File: src/core/mss_pkg.sv
// Package for the MAC statistics increment strobe block.
// Assumes a single clock; frame descriptors arrive already classified by the MAC.
package mss_pkg;

	// ==========================================================
	// Frame length bins
	localparam logic [15:0] LEN_MIN      = 16'h0040; // 64 bytes
	localparam logic [15:0] LEN_BIN127   = 16'h007F;
	localparam logic [15:0] LEN_BIN255   = 16'h00FF;
	localparam logic [15:0] LEN_BIN511   = 16'h01FF;
	localparam logic [15:0] LEN_BIN1023  = 16'h03FF;
	localparam logic [15:0] LEN_BIN1518  = 16'h05EE;
	localparam logic [15:0] MAX_LEN_RST  = 16'h05EE; // Default maximum frame size
	localparam logic        STB_RST      = 1'b0;

	// ==========================================================
	// Frame-end descriptor from the MAC datapath
	typedef enum logic [1:0]
	{
		MSS_UCAST = 2'b00,
		MSS_MCAST = 2'b01,
		MSS_BCAST = 2'b11
	} mss_dest_e;

	typedef struct packed
	{
		logic        done;   // Frame completes this cycle
		logic [15:0] len;    // Frame length in bytes
		mss_dest_e   dest;   // Destination address type
		logic        ctrl;   // Control frame (type 0x8808)
		logic        pause;  // Pause control frame
		logic        fcs_err;// Frame check sequence error
	} mss_frame_s;

	// One-cycle strobe vector for one direction
	typedef struct packed
	{
		logic runt;
		logic b64;
		logic b127;
		logic b255;
		logic b511;
		logic b1023;
		logic b1518;
		logic bmax;
		logic over;
		logic mcast_data_err;
		logic mcast_data_ok;
		logic bcast_data_err;
		logic bcast_data_ok;
		logic ucast_data_err;
		logic ucast_data_ok;
		logic mcast_ctrl;
		logic bcast_ctrl;
		logic ucast_ctrl;
		logic pause;
		logic fcs_err;
		logic fragment;
		logic jabber;
		logic goodlen_fcs_err;
	} mss_stb_s;

	typedef struct packed
	{
		mss_stb_s tx;
		mss_stb_s rx;
	} mss_state_s;

endpackage

File: src/core/mss_strobes.sv
// Statistics increment strobe generator for one MAC (TX and RX sides).
// Assumes one clock domain; frame descriptors are synchronous to REF_CLK.
`timescale 1ns/1ps
`default_nettype none

// Behaviour
// - Strobe vectors are always output, with or without the counter option.
// - Every increment strobe is a top-level output port.
// - With counters built, strobes also feed the counter block inputs.
// - TX and RX strobes are generated on the MAC clock.
// - TX 64-byte frame pulses the minimum bin strobe for one cycle.
// - TX frames pulse one of the 65-1518 byte bins for one cycle.
// - TX frame of configured maximum size pulses the max strobe.
// - TX frame above maximum size pulses the oversized strobe.
// - TX non-control frames pulse one of six address/error strobes.
// - Valid TX frames pulse the matching address control-category strobe.
// - Valid TX pause frame pulses the pause strobe.
// - TX frame with FCS error pulses the checksum-error strobe.
// - TX frame under 64 bytes with CRC error pulses fragment strobe.
// - Oversized TX frame with CRC error pulses the jabber strobe.
// - Valid-length TX frame with FCS error pulses goodlen checksum strobe.
// - Received runt packet pulses the runt strobe.
// - RX 64-byte frame pulses the minimum bin strobe.
// - RX frames pulse one of the 65-1518 byte bins.
// - RX frame of configured maximum size pulses the max strobe.
// - RX frame above maximum size pulses the oversized strobe.
// - RX non-control multicast frames pulse the error or valid strobe; broadcast frames pulse only the error strobe.
module mss_strobes
(
	input  wire logic                    REF_CLK,
	input  wire logic                    SRST,
	input  wire logic                    CLK_EN,
	input  wire logic                    COUNTERS_EN,
	input  wire logic [15:0]             MAX_FRAME_LEN,
	input  wire mss_pkg::mss_frame_s     TX_FRAME,
	input  wire mss_pkg::mss_frame_s     RX_FRAME,
	output var  mss_pkg::mss_stb_s       TX_STB,
	output var  mss_pkg::mss_stb_s       RX_STB,
	output var  mss_pkg::mss_stb_s       TX_CNT_INC,
	output var  mss_pkg::mss_stb_s       RX_CNT_INC
);

	// ==========================================================
	// Classification
	mss_pkg::mss_state_s state_q;
	mss_pkg::mss_state_s state_d;
	mss_pkg::mss_stb_s   tx_cnt_q;
	mss_pkg::mss_stb_s   rx_cnt_q;

	// Maps one frame descriptor onto the strobe vector; shared by TX and RX
	function automatic mss_pkg::mss_stb_s classify(input mss_pkg::mss_frame_s f,
		input logic [15:0] maxlen, input logic is_tx);
		mss_pkg::mss_stb_s s;
		logic              ok;
		logic              good_len;
		s        = '0;
		ok       = !f.fcs_err && f.len >= mss_pkg::LEN_MIN && f.len <= maxlen;
		good_len = f.len >= mss_pkg::LEN_MIN && f.len <= maxlen;
		if (f.done)
		begin
			s.runt  = !is_tx && (f.len < mss_pkg::LEN_MIN);
			s.b64   = (f.len == mss_pkg::LEN_MIN);
			s.b127  = (f.len > mss_pkg::LEN_MIN) && (f.len <= mss_pkg::LEN_BIN127);
			s.b255  = (f.len > mss_pkg::LEN_BIN127) && (f.len <= mss_pkg::LEN_BIN255);
			s.b511  = (f.len > mss_pkg::LEN_BIN255) && (f.len <= mss_pkg::LEN_BIN511);
			s.b1023 = (f.len > mss_pkg::LEN_BIN511) && (f.len <= mss_pkg::LEN_BIN1023);
			s.b1518 = (f.len > mss_pkg::LEN_BIN1023) && (f.len <= mss_pkg::LEN_BIN1518);
			s.bmax  = (f.len == maxlen);
			s.over  = (f.len > maxlen);
			// Data frames split by destination and error state
			if (!f.ctrl)
			begin
				s.mcast_data_err = (f.dest == mss_pkg::MSS_MCAST) && !ok;
				s.mcast_data_ok  = (f.dest == mss_pkg::MSS_MCAST) && ok;
				s.bcast_data_err = (f.dest == mss_pkg::MSS_BCAST) && !ok;
				// Remaining RX data classes are outside this block
				s.bcast_data_ok  = is_tx && (f.dest == mss_pkg::MSS_BCAST) && ok;
				s.ucast_data_err = is_tx && (f.dest == mss_pkg::MSS_UCAST) && !ok;
				s.ucast_data_ok  = is_tx && (f.dest == mss_pkg::MSS_UCAST) && ok;
			end
			// Control-category and error classes are TX only here
			if (is_tx)
			begin
				s.mcast_ctrl      = ok && (f.dest == mss_pkg::MSS_MCAST);
				s.bcast_ctrl      = ok && (f.dest == mss_pkg::MSS_BCAST);
				s.ucast_ctrl      = ok && (f.dest == mss_pkg::MSS_UCAST);
				s.pause           = ok && f.ctrl && f.pause;
				s.fcs_err         = f.fcs_err;
				s.fragment        = f.fcs_err && (f.len < mss_pkg::LEN_MIN);
				s.jabber          = f.fcs_err && (f.len > maxlen);
				s.goodlen_fcs_err = f.fcs_err && good_len;
			end
		end
		return s;
	endfunction

	// ==========================================================
	// Next state: reset forces every strobe low
	always_comb
	begin
		state_d = state_q;
		if (SRST)
		begin
			state_d = '0;
		end
		else if (CLK_EN)
		begin
			state_d.tx = classify(TX_FRAME, MAX_FRAME_LEN, 1'b1);
			state_d.rx = classify(RX_FRAME, MAX_FRAME_LEN, 1'b0);
		end
	end

	// ==========================================================
	// State registers; counter copy gated so idle counters see no activity
	always_ff @(posedge REF_CLK)
	begin
		if (SRST || CLK_EN)
		begin
			state_q  <= state_d;
			tx_cnt_q <= (COUNTERS_EN && !SRST) ? state_d.tx : '0;
			rx_cnt_q <= (COUNTERS_EN && !SRST) ? state_d.rx : '0;
		end
	end

	// Strobes always leave the block, counter option or not
	assign TX_STB     = state_q.tx;
	assign RX_STB     = state_q.rx;
	assign TX_CNT_INC = tx_cnt_q;
	assign RX_CNT_INC = rx_cnt_q;

	// ==========================================================
	// Checks
	property p_tx_bin64;
		@(posedge REF_CLK) disable iff (SRST)
		(CLK_EN && TX_FRAME.done && TX_FRAME.len == mss_pkg::LEN_MIN) |=> TX_STB.b64;
	endproperty
	a_tx_bin64: assert property (p_tx_bin64) else $error("tx 64 bin missed");

	property p_tx_bin1518;
		@(posedge REF_CLK) disable iff (SRST)
		(CLK_EN && TX_FRAME.done && TX_FRAME.len == mss_pkg::LEN_BIN1518) |=> TX_STB.b1518;
	endproperty
	a_tx_bin1518: assert property (p_tx_bin1518) else $error("tx 1518 bin missed");

	property p_tx_over;
		@(posedge REF_CLK) disable iff (SRST)
		(CLK_EN && TX_FRAME.done && TX_FRAME.len > MAX_FRAME_LEN) |=> TX_STB.over;
	endproperty
	a_tx_over: assert property (p_tx_over) else $error("tx oversize missed");

	property p_tx_jabber;
		@(posedge REF_CLK) disable iff (SRST)
		TX_STB.jabber |-> TX_STB.over && TX_STB.fcs_err;
	endproperty
	a_tx_jabber: assert property (p_tx_jabber) else $error("tx jabber bad");

	property p_tx_frag;
		@(posedge REF_CLK) disable iff (SRST)
		(CLK_EN && TX_FRAME.done && TX_FRAME.fcs_err && TX_FRAME.len < mss_pkg::LEN_MIN)
			|=> TX_STB.fragment;
	endproperty
	a_tx_frag: assert property (p_tx_frag) else $error("tx fragment missed");

	property p_tx_pause;
		@(posedge REF_CLK) disable iff (SRST)
		TX_STB.pause |-> !TX_STB.fcs_err && !TX_STB.over;
	endproperty
	a_tx_pause: assert property (p_tx_pause) else $error("tx pause bad");

	property p_rx_runt;
		@(posedge REF_CLK) disable iff (SRST)
		(CLK_EN && RX_FRAME.done && RX_FRAME.len < mss_pkg::LEN_MIN) |=> RX_STB.runt;
	endproperty
	a_rx_runt: assert property (p_rx_runt) else $error("rx runt missed");

	property p_rx_max;
		@(posedge REF_CLK) disable iff (SRST)
		(CLK_EN && RX_FRAME.done && RX_FRAME.len == MAX_FRAME_LEN) |=> RX_STB.bmax;
	endproperty
	a_rx_max: assert property (p_rx_max) else $error("rx max missed");

	property p_idle_low;
		@(posedge REF_CLK)
		(SRST || (CLK_EN && !TX_FRAME.done)) |=> (TX_STB == '0);
	endproperty
	a_idle_low: assert property (p_idle_low) else $error("tx strobe while idle");

	property p_cnt_copy;
		@(posedge REF_CLK) disable iff (SRST)
		COUNTERS_EN && CLK_EN |=> TX_CNT_INC == TX_STB;
	endproperty
	a_cnt_copy: assert property (p_cnt_copy) else $error("counter copy differs");

	// ==========================================================
	// Further checks; bins, classes and the clock-enable freeze
	property p_tx_bin127;
		@(posedge REF_CLK) disable iff (SRST)
		(CLK_EN && TX_FRAME.done && TX_FRAME.len == mss_pkg::LEN_BIN127) |=> TX_STB.b127;
	endproperty
	a_tx_bin127: assert property (p_tx_bin127) else $error("tx 127 bin missed");

	// Bins must never overlap, else counters double count one frame
	property p_tx_one_bin;
		@(posedge REF_CLK) disable iff (SRST)
		$onehot0({TX_STB.b64, TX_STB.b127, TX_STB.b255, TX_STB.b511, TX_STB.b1023,
			TX_STB.b1518});
	endproperty
	a_tx_one_bin: assert property (p_tx_one_bin) else $error("tx bins overlap");

	property p_tx_max;
		@(posedge REF_CLK) disable iff (SRST)
		(CLK_EN && TX_FRAME.done && TX_FRAME.len == MAX_FRAME_LEN) |=> TX_STB.bmax;
	endproperty
	a_tx_max: assert property (p_tx_max) else $error("tx max missed");

	property p_tx_ucast_ok;
		@(posedge REF_CLK) disable iff (SRST)
		(CLK_EN && TX_FRAME.done && !TX_FRAME.ctrl && !TX_FRAME.fcs_err
			&& TX_FRAME.dest == mss_pkg::MSS_UCAST && TX_FRAME.len >= mss_pkg::LEN_MIN
			&& TX_FRAME.len <= MAX_FRAME_LEN) |=> TX_STB.ucast_data_ok;
	endproperty
	a_tx_ucast_ok: assert property (p_tx_ucast_ok) else $error("tx ucast ok missed");

	property p_tx_mcast_err;
		@(posedge REF_CLK) disable iff (SRST)
		(CLK_EN && TX_FRAME.done && !TX_FRAME.ctrl && TX_FRAME.fcs_err
			&& TX_FRAME.dest == mss_pkg::MSS_MCAST) |=> TX_STB.mcast_data_err;
	endproperty
	a_tx_mcast_err: assert property (p_tx_mcast_err) else $error("tx mcast err missed");

	property p_tx_bcast_ctrl;
		@(posedge REF_CLK) disable iff (SRST)
		(CLK_EN && TX_FRAME.done && !TX_FRAME.fcs_err && TX_FRAME.dest == mss_pkg::MSS_BCAST
			&& TX_FRAME.len >= mss_pkg::LEN_MIN && TX_FRAME.len <= MAX_FRAME_LEN)
			|=> TX_STB.bcast_ctrl;
	endproperty
	a_tx_bcast_ctrl: assert property (p_tx_bcast_ctrl) else $error("tx bcast ctrl missed");

	property p_tx_pause_hit;
		@(posedge REF_CLK) disable iff (SRST)
		(CLK_EN && TX_FRAME.done && TX_FRAME.ctrl && TX_FRAME.pause && !TX_FRAME.fcs_err
			&& TX_FRAME.len >= mss_pkg::LEN_MIN && TX_FRAME.len <= MAX_FRAME_LEN)
			|=> TX_STB.pause;
	endproperty
	a_tx_pause_hit: assert property (p_tx_pause_hit) else $error("tx pause missed");

	property p_tx_fcs;
		@(posedge REF_CLK) disable iff (SRST)
		(CLK_EN && TX_FRAME.done && TX_FRAME.fcs_err) |=> TX_STB.fcs_err;
	endproperty
	a_tx_fcs: assert property (p_tx_fcs) else $error("tx fcs missed");

	property p_tx_jabber_hit;
		@(posedge REF_CLK) disable iff (SRST)
		(CLK_EN && TX_FRAME.done && TX_FRAME.fcs_err && TX_FRAME.len > MAX_FRAME_LEN)
			|=> TX_STB.jabber;
	endproperty
	a_tx_jabber_hit: assert property (p_tx_jabber_hit) else $error("tx jabber missed");

	property p_tx_goodlen;
		@(posedge REF_CLK) disable iff (SRST)
		TX_STB.goodlen_fcs_err |-> TX_STB.fcs_err && !TX_STB.over && !TX_STB.fragment;
	endproperty
	a_tx_goodlen: assert property (p_tx_goodlen) else $error("tx goodlen bad");

	property p_rx_runt_bins;
		@(posedge REF_CLK) disable iff (SRST)
		RX_STB.runt |-> !RX_STB.b64 && !RX_STB.b127;
	endproperty
	a_rx_runt_bins: assert property (p_rx_runt_bins) else $error("rx runt in a bin");

	property p_rx_bin64;
		@(posedge REF_CLK) disable iff (SRST)
		(CLK_EN && RX_FRAME.done && RX_FRAME.len == mss_pkg::LEN_MIN) |=> RX_STB.b64;
	endproperty
	a_rx_bin64: assert property (p_rx_bin64) else $error("rx 64 bin missed");

	property p_rx_bin255;
		@(posedge REF_CLK) disable iff (SRST)
		(CLK_EN && RX_FRAME.done && RX_FRAME.len == mss_pkg::LEN_BIN255) |=> RX_STB.b255;
	endproperty
	a_rx_bin255: assert property (p_rx_bin255) else $error("rx 255 bin missed");

	property p_rx_over;
		@(posedge REF_CLK) disable iff (SRST)
		(CLK_EN && RX_FRAME.done && RX_FRAME.len > MAX_FRAME_LEN) |=> RX_STB.over;
	endproperty
	a_rx_over: assert property (p_rx_over) else $error("rx oversize missed");

	property p_rx_mcast_err;
		@(posedge REF_CLK) disable iff (SRST)
		(CLK_EN && RX_FRAME.done && !RX_FRAME.ctrl && RX_FRAME.fcs_err
			&& RX_FRAME.dest == mss_pkg::MSS_MCAST) |=> RX_STB.mcast_data_err;
	endproperty
	a_rx_mcast_err: assert property (p_rx_mcast_err) else $error("rx mcast err missed");

	property p_rx_quiet;
		@(posedge REF_CLK) disable iff (SRST)
		(CLK_EN && !RX_FRAME.done) |=> (RX_STB == '0);
	endproperty
	a_rx_quiet: assert property (p_rx_quiet) else $error("rx strobe while idle");

	// A low enable must hold strobes, so a counter sees no extra edge
	property p_freeze;
		@(posedge REF_CLK) disable iff (SRST)
		!CLK_EN |=> $stable(TX_STB) && $stable(RX_STB);
	endproperty
	a_freeze: assert property (p_freeze) else $error("strobes moved while frozen");

	property p_cnt_off;
		@(posedge REF_CLK) disable iff (SRST)
		(CLK_EN && !COUNTERS_EN) |=> (TX_CNT_INC == '0) && (RX_CNT_INC == '0);
	endproperty
	a_cnt_off: assert property (p_cnt_off) else $error("counter feed while off");

	property p_rx_cnt_copy;
		@(posedge REF_CLK) disable iff (SRST)
		(COUNTERS_EN && CLK_EN) |=> (RX_CNT_INC == RX_STB);
	endproperty
	a_rx_cnt_copy: assert property (p_rx_cnt_copy) else $error("rx counter copy differs");

endmodule

`default_nettype wire

File: config.mk
export PLATFORM = sky130hd
export DESIGN_NAME = mss_strobes
export DESIGN_NICKNAME = d
export VERILOG_FILES = /design/src/core/mss_pkg.sv /design/src/core/mss_strobes.sv
export SDC_FILE = /design/constraint.sdc
export NUM_CORES = 1
export LEC_CHECK = 0
export BUFFER_PORTS_ARGS = -buffer_cell sky130_fd_sc_hd__buf_2
export CAP_MARGIN = 15
export CORE_UTILIZATION = 35
export DETAILED_ROUTE_END_ITERATION = 6
export MAX_ROUTING_LAYER = met4
export PLACE_DENSITY = 0.67
export SYNTH_ARGS = -nofsm -noshare
export SYNTH_HDL_FRONTEND = slang
export SYNTH_SLANG_ARGS = --single-unit
File: constraint.sdc
create_clock -name REF_CLK -period 9.7 [get_ports REF_CLK]
set_input_delay 1.94 -clock REF_CLK [delete_from_list [all_inputs] [get_ports REF_CLK]]
set_output_delay 1.94 -clock REF_CLK [all_outputs]
set_load 0.005 [all_outputs]
* Word level (Yosys, flattened, before mapping)
Cells that the tools add are included.
** Storage, ports and cells
- Word-level logic and storage cells :: 171
- Register bits after elaboration :: 92
- Input port bits :: 64
- Output and inout bits :: 92
** Cells by class
- Muxes and demuxes :: 6
- Reduce and logical (&&, ||, !) cells :: 37
- Equality and inequality tests :: 8
- Magnitude comparators :: 28
** Operator list (count)
- 2-to-1 mux 46 bit :: 2
- > comparator 16 x 7 -> 1 bit, second input constant :: 4
- == test 16 bit :: 2
- == test 16 x 7 -> 1 bit, second input constant :: 2
- greater-or-equal comparator 16 x 7 -> 1 bit, second input constant :: 2
- > comparator 16 x 10 -> 1 bit, second input constant :: 2
- > comparator 16 bit :: 2
- > comparator 16 x 8 -> 1 bit, second input constant :: 2
- > comparator 16 x 9 -> 1 bit, second input constant :: 2
- <= comparator 16 x 10 -> 1 bit, second input constant :: 2
- <= comparator 16 x 11 -> 1 bit, second input constant :: 2
- <= comparator 16 bit :: 2
- <= comparator 16 x 7 -> 1 bit, second input constant :: 2
- <= comparator 16 x 8 -> 1 bit, second input constant :: 2
- <= comparator 16 x 9 -> 1 bit, second input constant :: 2
- less-than comparator 16 x 7 -> 1 bit, second input constant :: 2
- logical AND 1 bit :: 30
- 2-to-1 mux 22 bit :: 1
- 2-to-1 mux 15 bit :: 1
- 2-to-1 mux 6 bit :: 2
- logical NOT 1 bit :: 5
- == test 2 x 1 -> 1 bit, second input constant :: 2
- == test 2 bit, second input constant :: 2
- logical NOT 2 bit :: 1
- logical OR 1 bit :: 1

* Logic depth before layout (Yosys ltp)
- Depth in word-level cells :: 9
- Mapped depth :: 9
- Depth with buffers taken out :: 8

* Worst setup path after synthesis
No wires, ideal clock.
- Path kind :: input to register
- From :: input port CLK_EN
- To :: register tx_cnt_q, in the netlist TX_CNT_INC[0] (data pin)
- Path buffers :: 0
- Setup slack :: 4.877 ns
- Required time :: 9.442 ns
- Data arrival time :: 4.565 ns
- Stages :: 4
- Cells stage by stage :: nor2_1 > inv_1 > nor2_1 > a32o_1
** Between the ends
- Longest elaborated chain between the ends :: 2
** Ends and longest elaborated chain
- start: declaration :: RTL line mss_strobes.sv:32 : input wire logic CLK_EN,
- 2-to-1 mux 46 bit :: RTL line mss_strobes.sv:106 : else if (CLK_EN)
- 2-to-1 mux 46 bit :: RTL line mss_strobes.sv:102 : if (SRST)
- end signal: assignment :: RTL line mss_strobes.sv:120 : tx_cnt_q <= (COUNTERS_EN && !SRST) ? state_d.tx : '0;
- end: declaration :: RTL line mss_strobes.sv:47 : mss_pkg::mss_stb_s tx_cnt_q;
Every way passes these cells.
A chain may end at the register's enable or synchronous reset.

==> results.md <==
- Synthesized flop and latch total: 92
- Leakage: 2.79 nW
- H-tree levels: 3
- Crit path DAT: 4010 ps
- Cells after Synth: 387
- Worst-path clk slew: 60 ps
- Post-synth EDFFs: 92
- Synth Flop Type: edfxtp_1
- Die Ht: 119 um
- Final worst slack: 5780 ps
- Die width: 119 um
- Antenna cells: 0
- Gr ovfl total: 0
- Final setup fails: 0
- Num CTS Buffers: 9
- GP Congestion: 0.855
- Crit path kind: in2reg
- Buffers and inverters on the worst path: 2
- Worst r2r path cells: 3
- Vias in the first global route: 3,701
- WHS: 568 ps
- Clock period minus worst slack: 3920 ps
- Type of origin of the critical path: primary input
- # hold bufs at CTS: 0
- CTS root buf: clkbuf_16
- DR WL/cell: 17.5 um
- CTS sink cnt: 92
- Worst Setup End Kind: register
- Critical Path Slowest Stage Cell: a221oi_1
- GRT Total Usage: 18.7%
- Nets: 636
- Layout cells sized above 1: 33.1%
- Most common cell after layout, fill and taps aside: buf_2
- CP cell instances: buf_2 -> inv_1 -> ha_1 -> a21o_1 -> a21oi_1 -> o221ai_1 -> a221oi_1 -> o21ai_0 -> a22o_1
- DRC: 0
- Area added between synthesis and finish: 26.5%
- Core area: 0.0132 mm2
- Antenna-violating nets left: 0
- Slew margin rel.: 27.5%
- Pin count of the biggest net entering global routing: 94
- Max stage delay on crit path: 570 ps
- Number of vias in the routed layout: 3,766
- Post-synthesis cell type count: 47
- Later-pin clock latency in the skew report: 330 ps
- Post-CTS Setup Inserts: 0
- Antenna violations before repair: 0
- Initial Util: 35.9%
- Worst Tran Pin Value: 1080 ps
- Levels on crit path: 9
- Io pins: 156
- Hold Path Depth: 2
- First-pass GRT wire length: 19,500 um
- Syn nets: 483
- Dpl ws: 5430 ps
- FFs w/ async S/R, synth: 0%
- TritonCTS clock tree: yes
- Pwr Density: 154 mW/mm2
- Sequential cell area fraction in the yosys report: 58.1%
- Via density: 5.23
- Crit Path Max Fanout: 4
- First drt pass iteration count: 4
- Hold crit path type: reg2reg
- CP delay by family, top: compound AO/OA/AOI/OAI gates
- RSZ-0062 raised after global routing: no
- CTS resizes: 0
- Most frequent cells in the layout: buf_2, edfxtp_1, and2_1
- Number of I/O port buffers: 154
- WP data required: 9790 ps
- Maximum vdd drop: 0.0000712 V
- Hpwl dp: 9370 um
- Status: completed
- Number of fill cells: 1,285
- Post-route clock period utilization: 40.4%
- Final wirelength: 12,600 um
- Initial drt markers: 254
- Avg Inst Size Synth: 12.3 um2
- FF-to-FF setup slack: 8550 ps
- Row cnt: 42
- Max-slew violation count: 0
- Yosys warns: 0
- Max-Cap Viols: 0
- Maximum clock rate: 0.255 GHz
- Max Root-Sink Buffers: 2
- Post-Syn Area: 0.00476 mm2
- Total Neg Setup Slack: 0 ps
- Clock Skews: 3.63 ps
- Final Hold Fails: 0
- Die ar.: 0.0141 mm2
-- worst reg2reg max path, cell delays in order, from the launching register on --
cell       delay (ps)
edfxtp_1          400
nand2_1           100
a2bb2oi_1         260
o41ai_2           130
-- power by group --
| group | internal (mW) | switching, mW |
|---|---|---|
| Combinational | 0.0473 | 0.0682 |
| Clock | 0.197 | 0.144 |
| Sequential | 0.462 | 0.0107 |
-- through the flow --
step	utilization (%)	instances	power [mW]	instance area, um2
floorplan	-	387	0.536	4760
CTS	45.2	719	0.938	5990
global route	45.4	720	0.969	6020
finish	45.4	720	0.928	6020
detailed placement	43.1	704	0.596	5710
global placement	43.1	704	0.593	5710
-- kinds of logic after synthesis --
logic type | after synthesis | share of synthesized area, %
DFF | 92 | 58.1
and+or+nand+nor | 141 | 16.6
AOI/OAI and AO/OA | 81 | 13.5
buffers and inverters | 41 | 3.39
adders and majority gates | 32 | 8.42
-- metal layers --
metal / vias up / wire length (um) / GRT usage (%) / part of all wire, %
met5: - / 0 / - / 0
li1: 1800 / - / - / -
met2: 160 / 5890 / 28.5 / 47
met4: 0 / 82 / 5.46 / 0.65
met1: 1797 / 5850 / 24.5 / 46
met3: 9 / 766 / 4.73 / 6.1
-- flip-flops by register name (all words and copies together), names as in the netlist --
| register | cells |
|---|---|
| TX_CNT_INC | 23 |
| TX_STB | 23 |
| RX_CNT_INC | 23 |
| RX_STB | 23 |
-- path summary, 6_finish.rpt --
| kind | end | startpoint |
|---|---|---|
| setup / recovery | RX_STB[13] | MAX_FRAME_LEN[9] |
| hold / removal | RX_STB[16] | RX_STB[16] |
| setup reg to reg | TX_CNT_INC[13] | TX_STB[13] |
| hold reg to reg | RX_STB[16] | RX_STB[16] |
-- final cells by class --
| cell class | count | area [um2] | share of cell area [%] |
|---|---|---|---|
| Clock inverter | 5 | 53.8 | 0.894 |
| Sequential cell | 92 | 2760 | 45.9 |
| Tap cell | 176 | 220 | 3.66 |
| Inverter | 27 | 104 | 1.73 |
| Multi-Input combinational cell | 254 | 1840 | 30.6 |
| Timing Repair Buffer | 156 | 806 | 13.4 |
| Clock buffer | 10 | 229 | 3.80 |
-- synth_stat cells, types with 2 or more instances --
cell type / number / area share, %
edfxtp_1: 92 / 58
inv_1: 27 / 2.1
buf_1: 2 / 0.16
o31ai_1: 4 / 0.63
nand3b_1: 2 / 0.32
o211ai_1: 3 / 0.47
o21ai_0: 8 / 0.84
ha_1: 32 / 8.4
nand4_1: 8 / 1.1
nand2b_1: 2 / 0.26
a41oi_1: 2 / 0.37
and2_1: 34 / 4.5
a32o_1: 15 / 3.2
a22o_1: 15 / 2.8
and3b_1: 2 / 0.37
or4_1: 2 / 0.32
nor2_1: 17 / 1.3
o41ai_2: 2 / 0.68
a21oi_1: 16 / 1.7
a21o_1: 3 / 0.47
nand3_1: 5 / 0.53
and4_1: 2 / 0.37
or3_1: 2 / 0.26
and3_1: 18 / 2.4
o21ai_1: 2 / 0.21
nor4_1: 4 / 0.53
nor3_1: 7 / 0.74
nor2b_1: 2 / 0.26
nand2_1: 28 / 2.2
clkbuf_1: 11 / 0.87
a2bb2oi_1: 2 / 0.37
(Power assumes the default switching activity.)
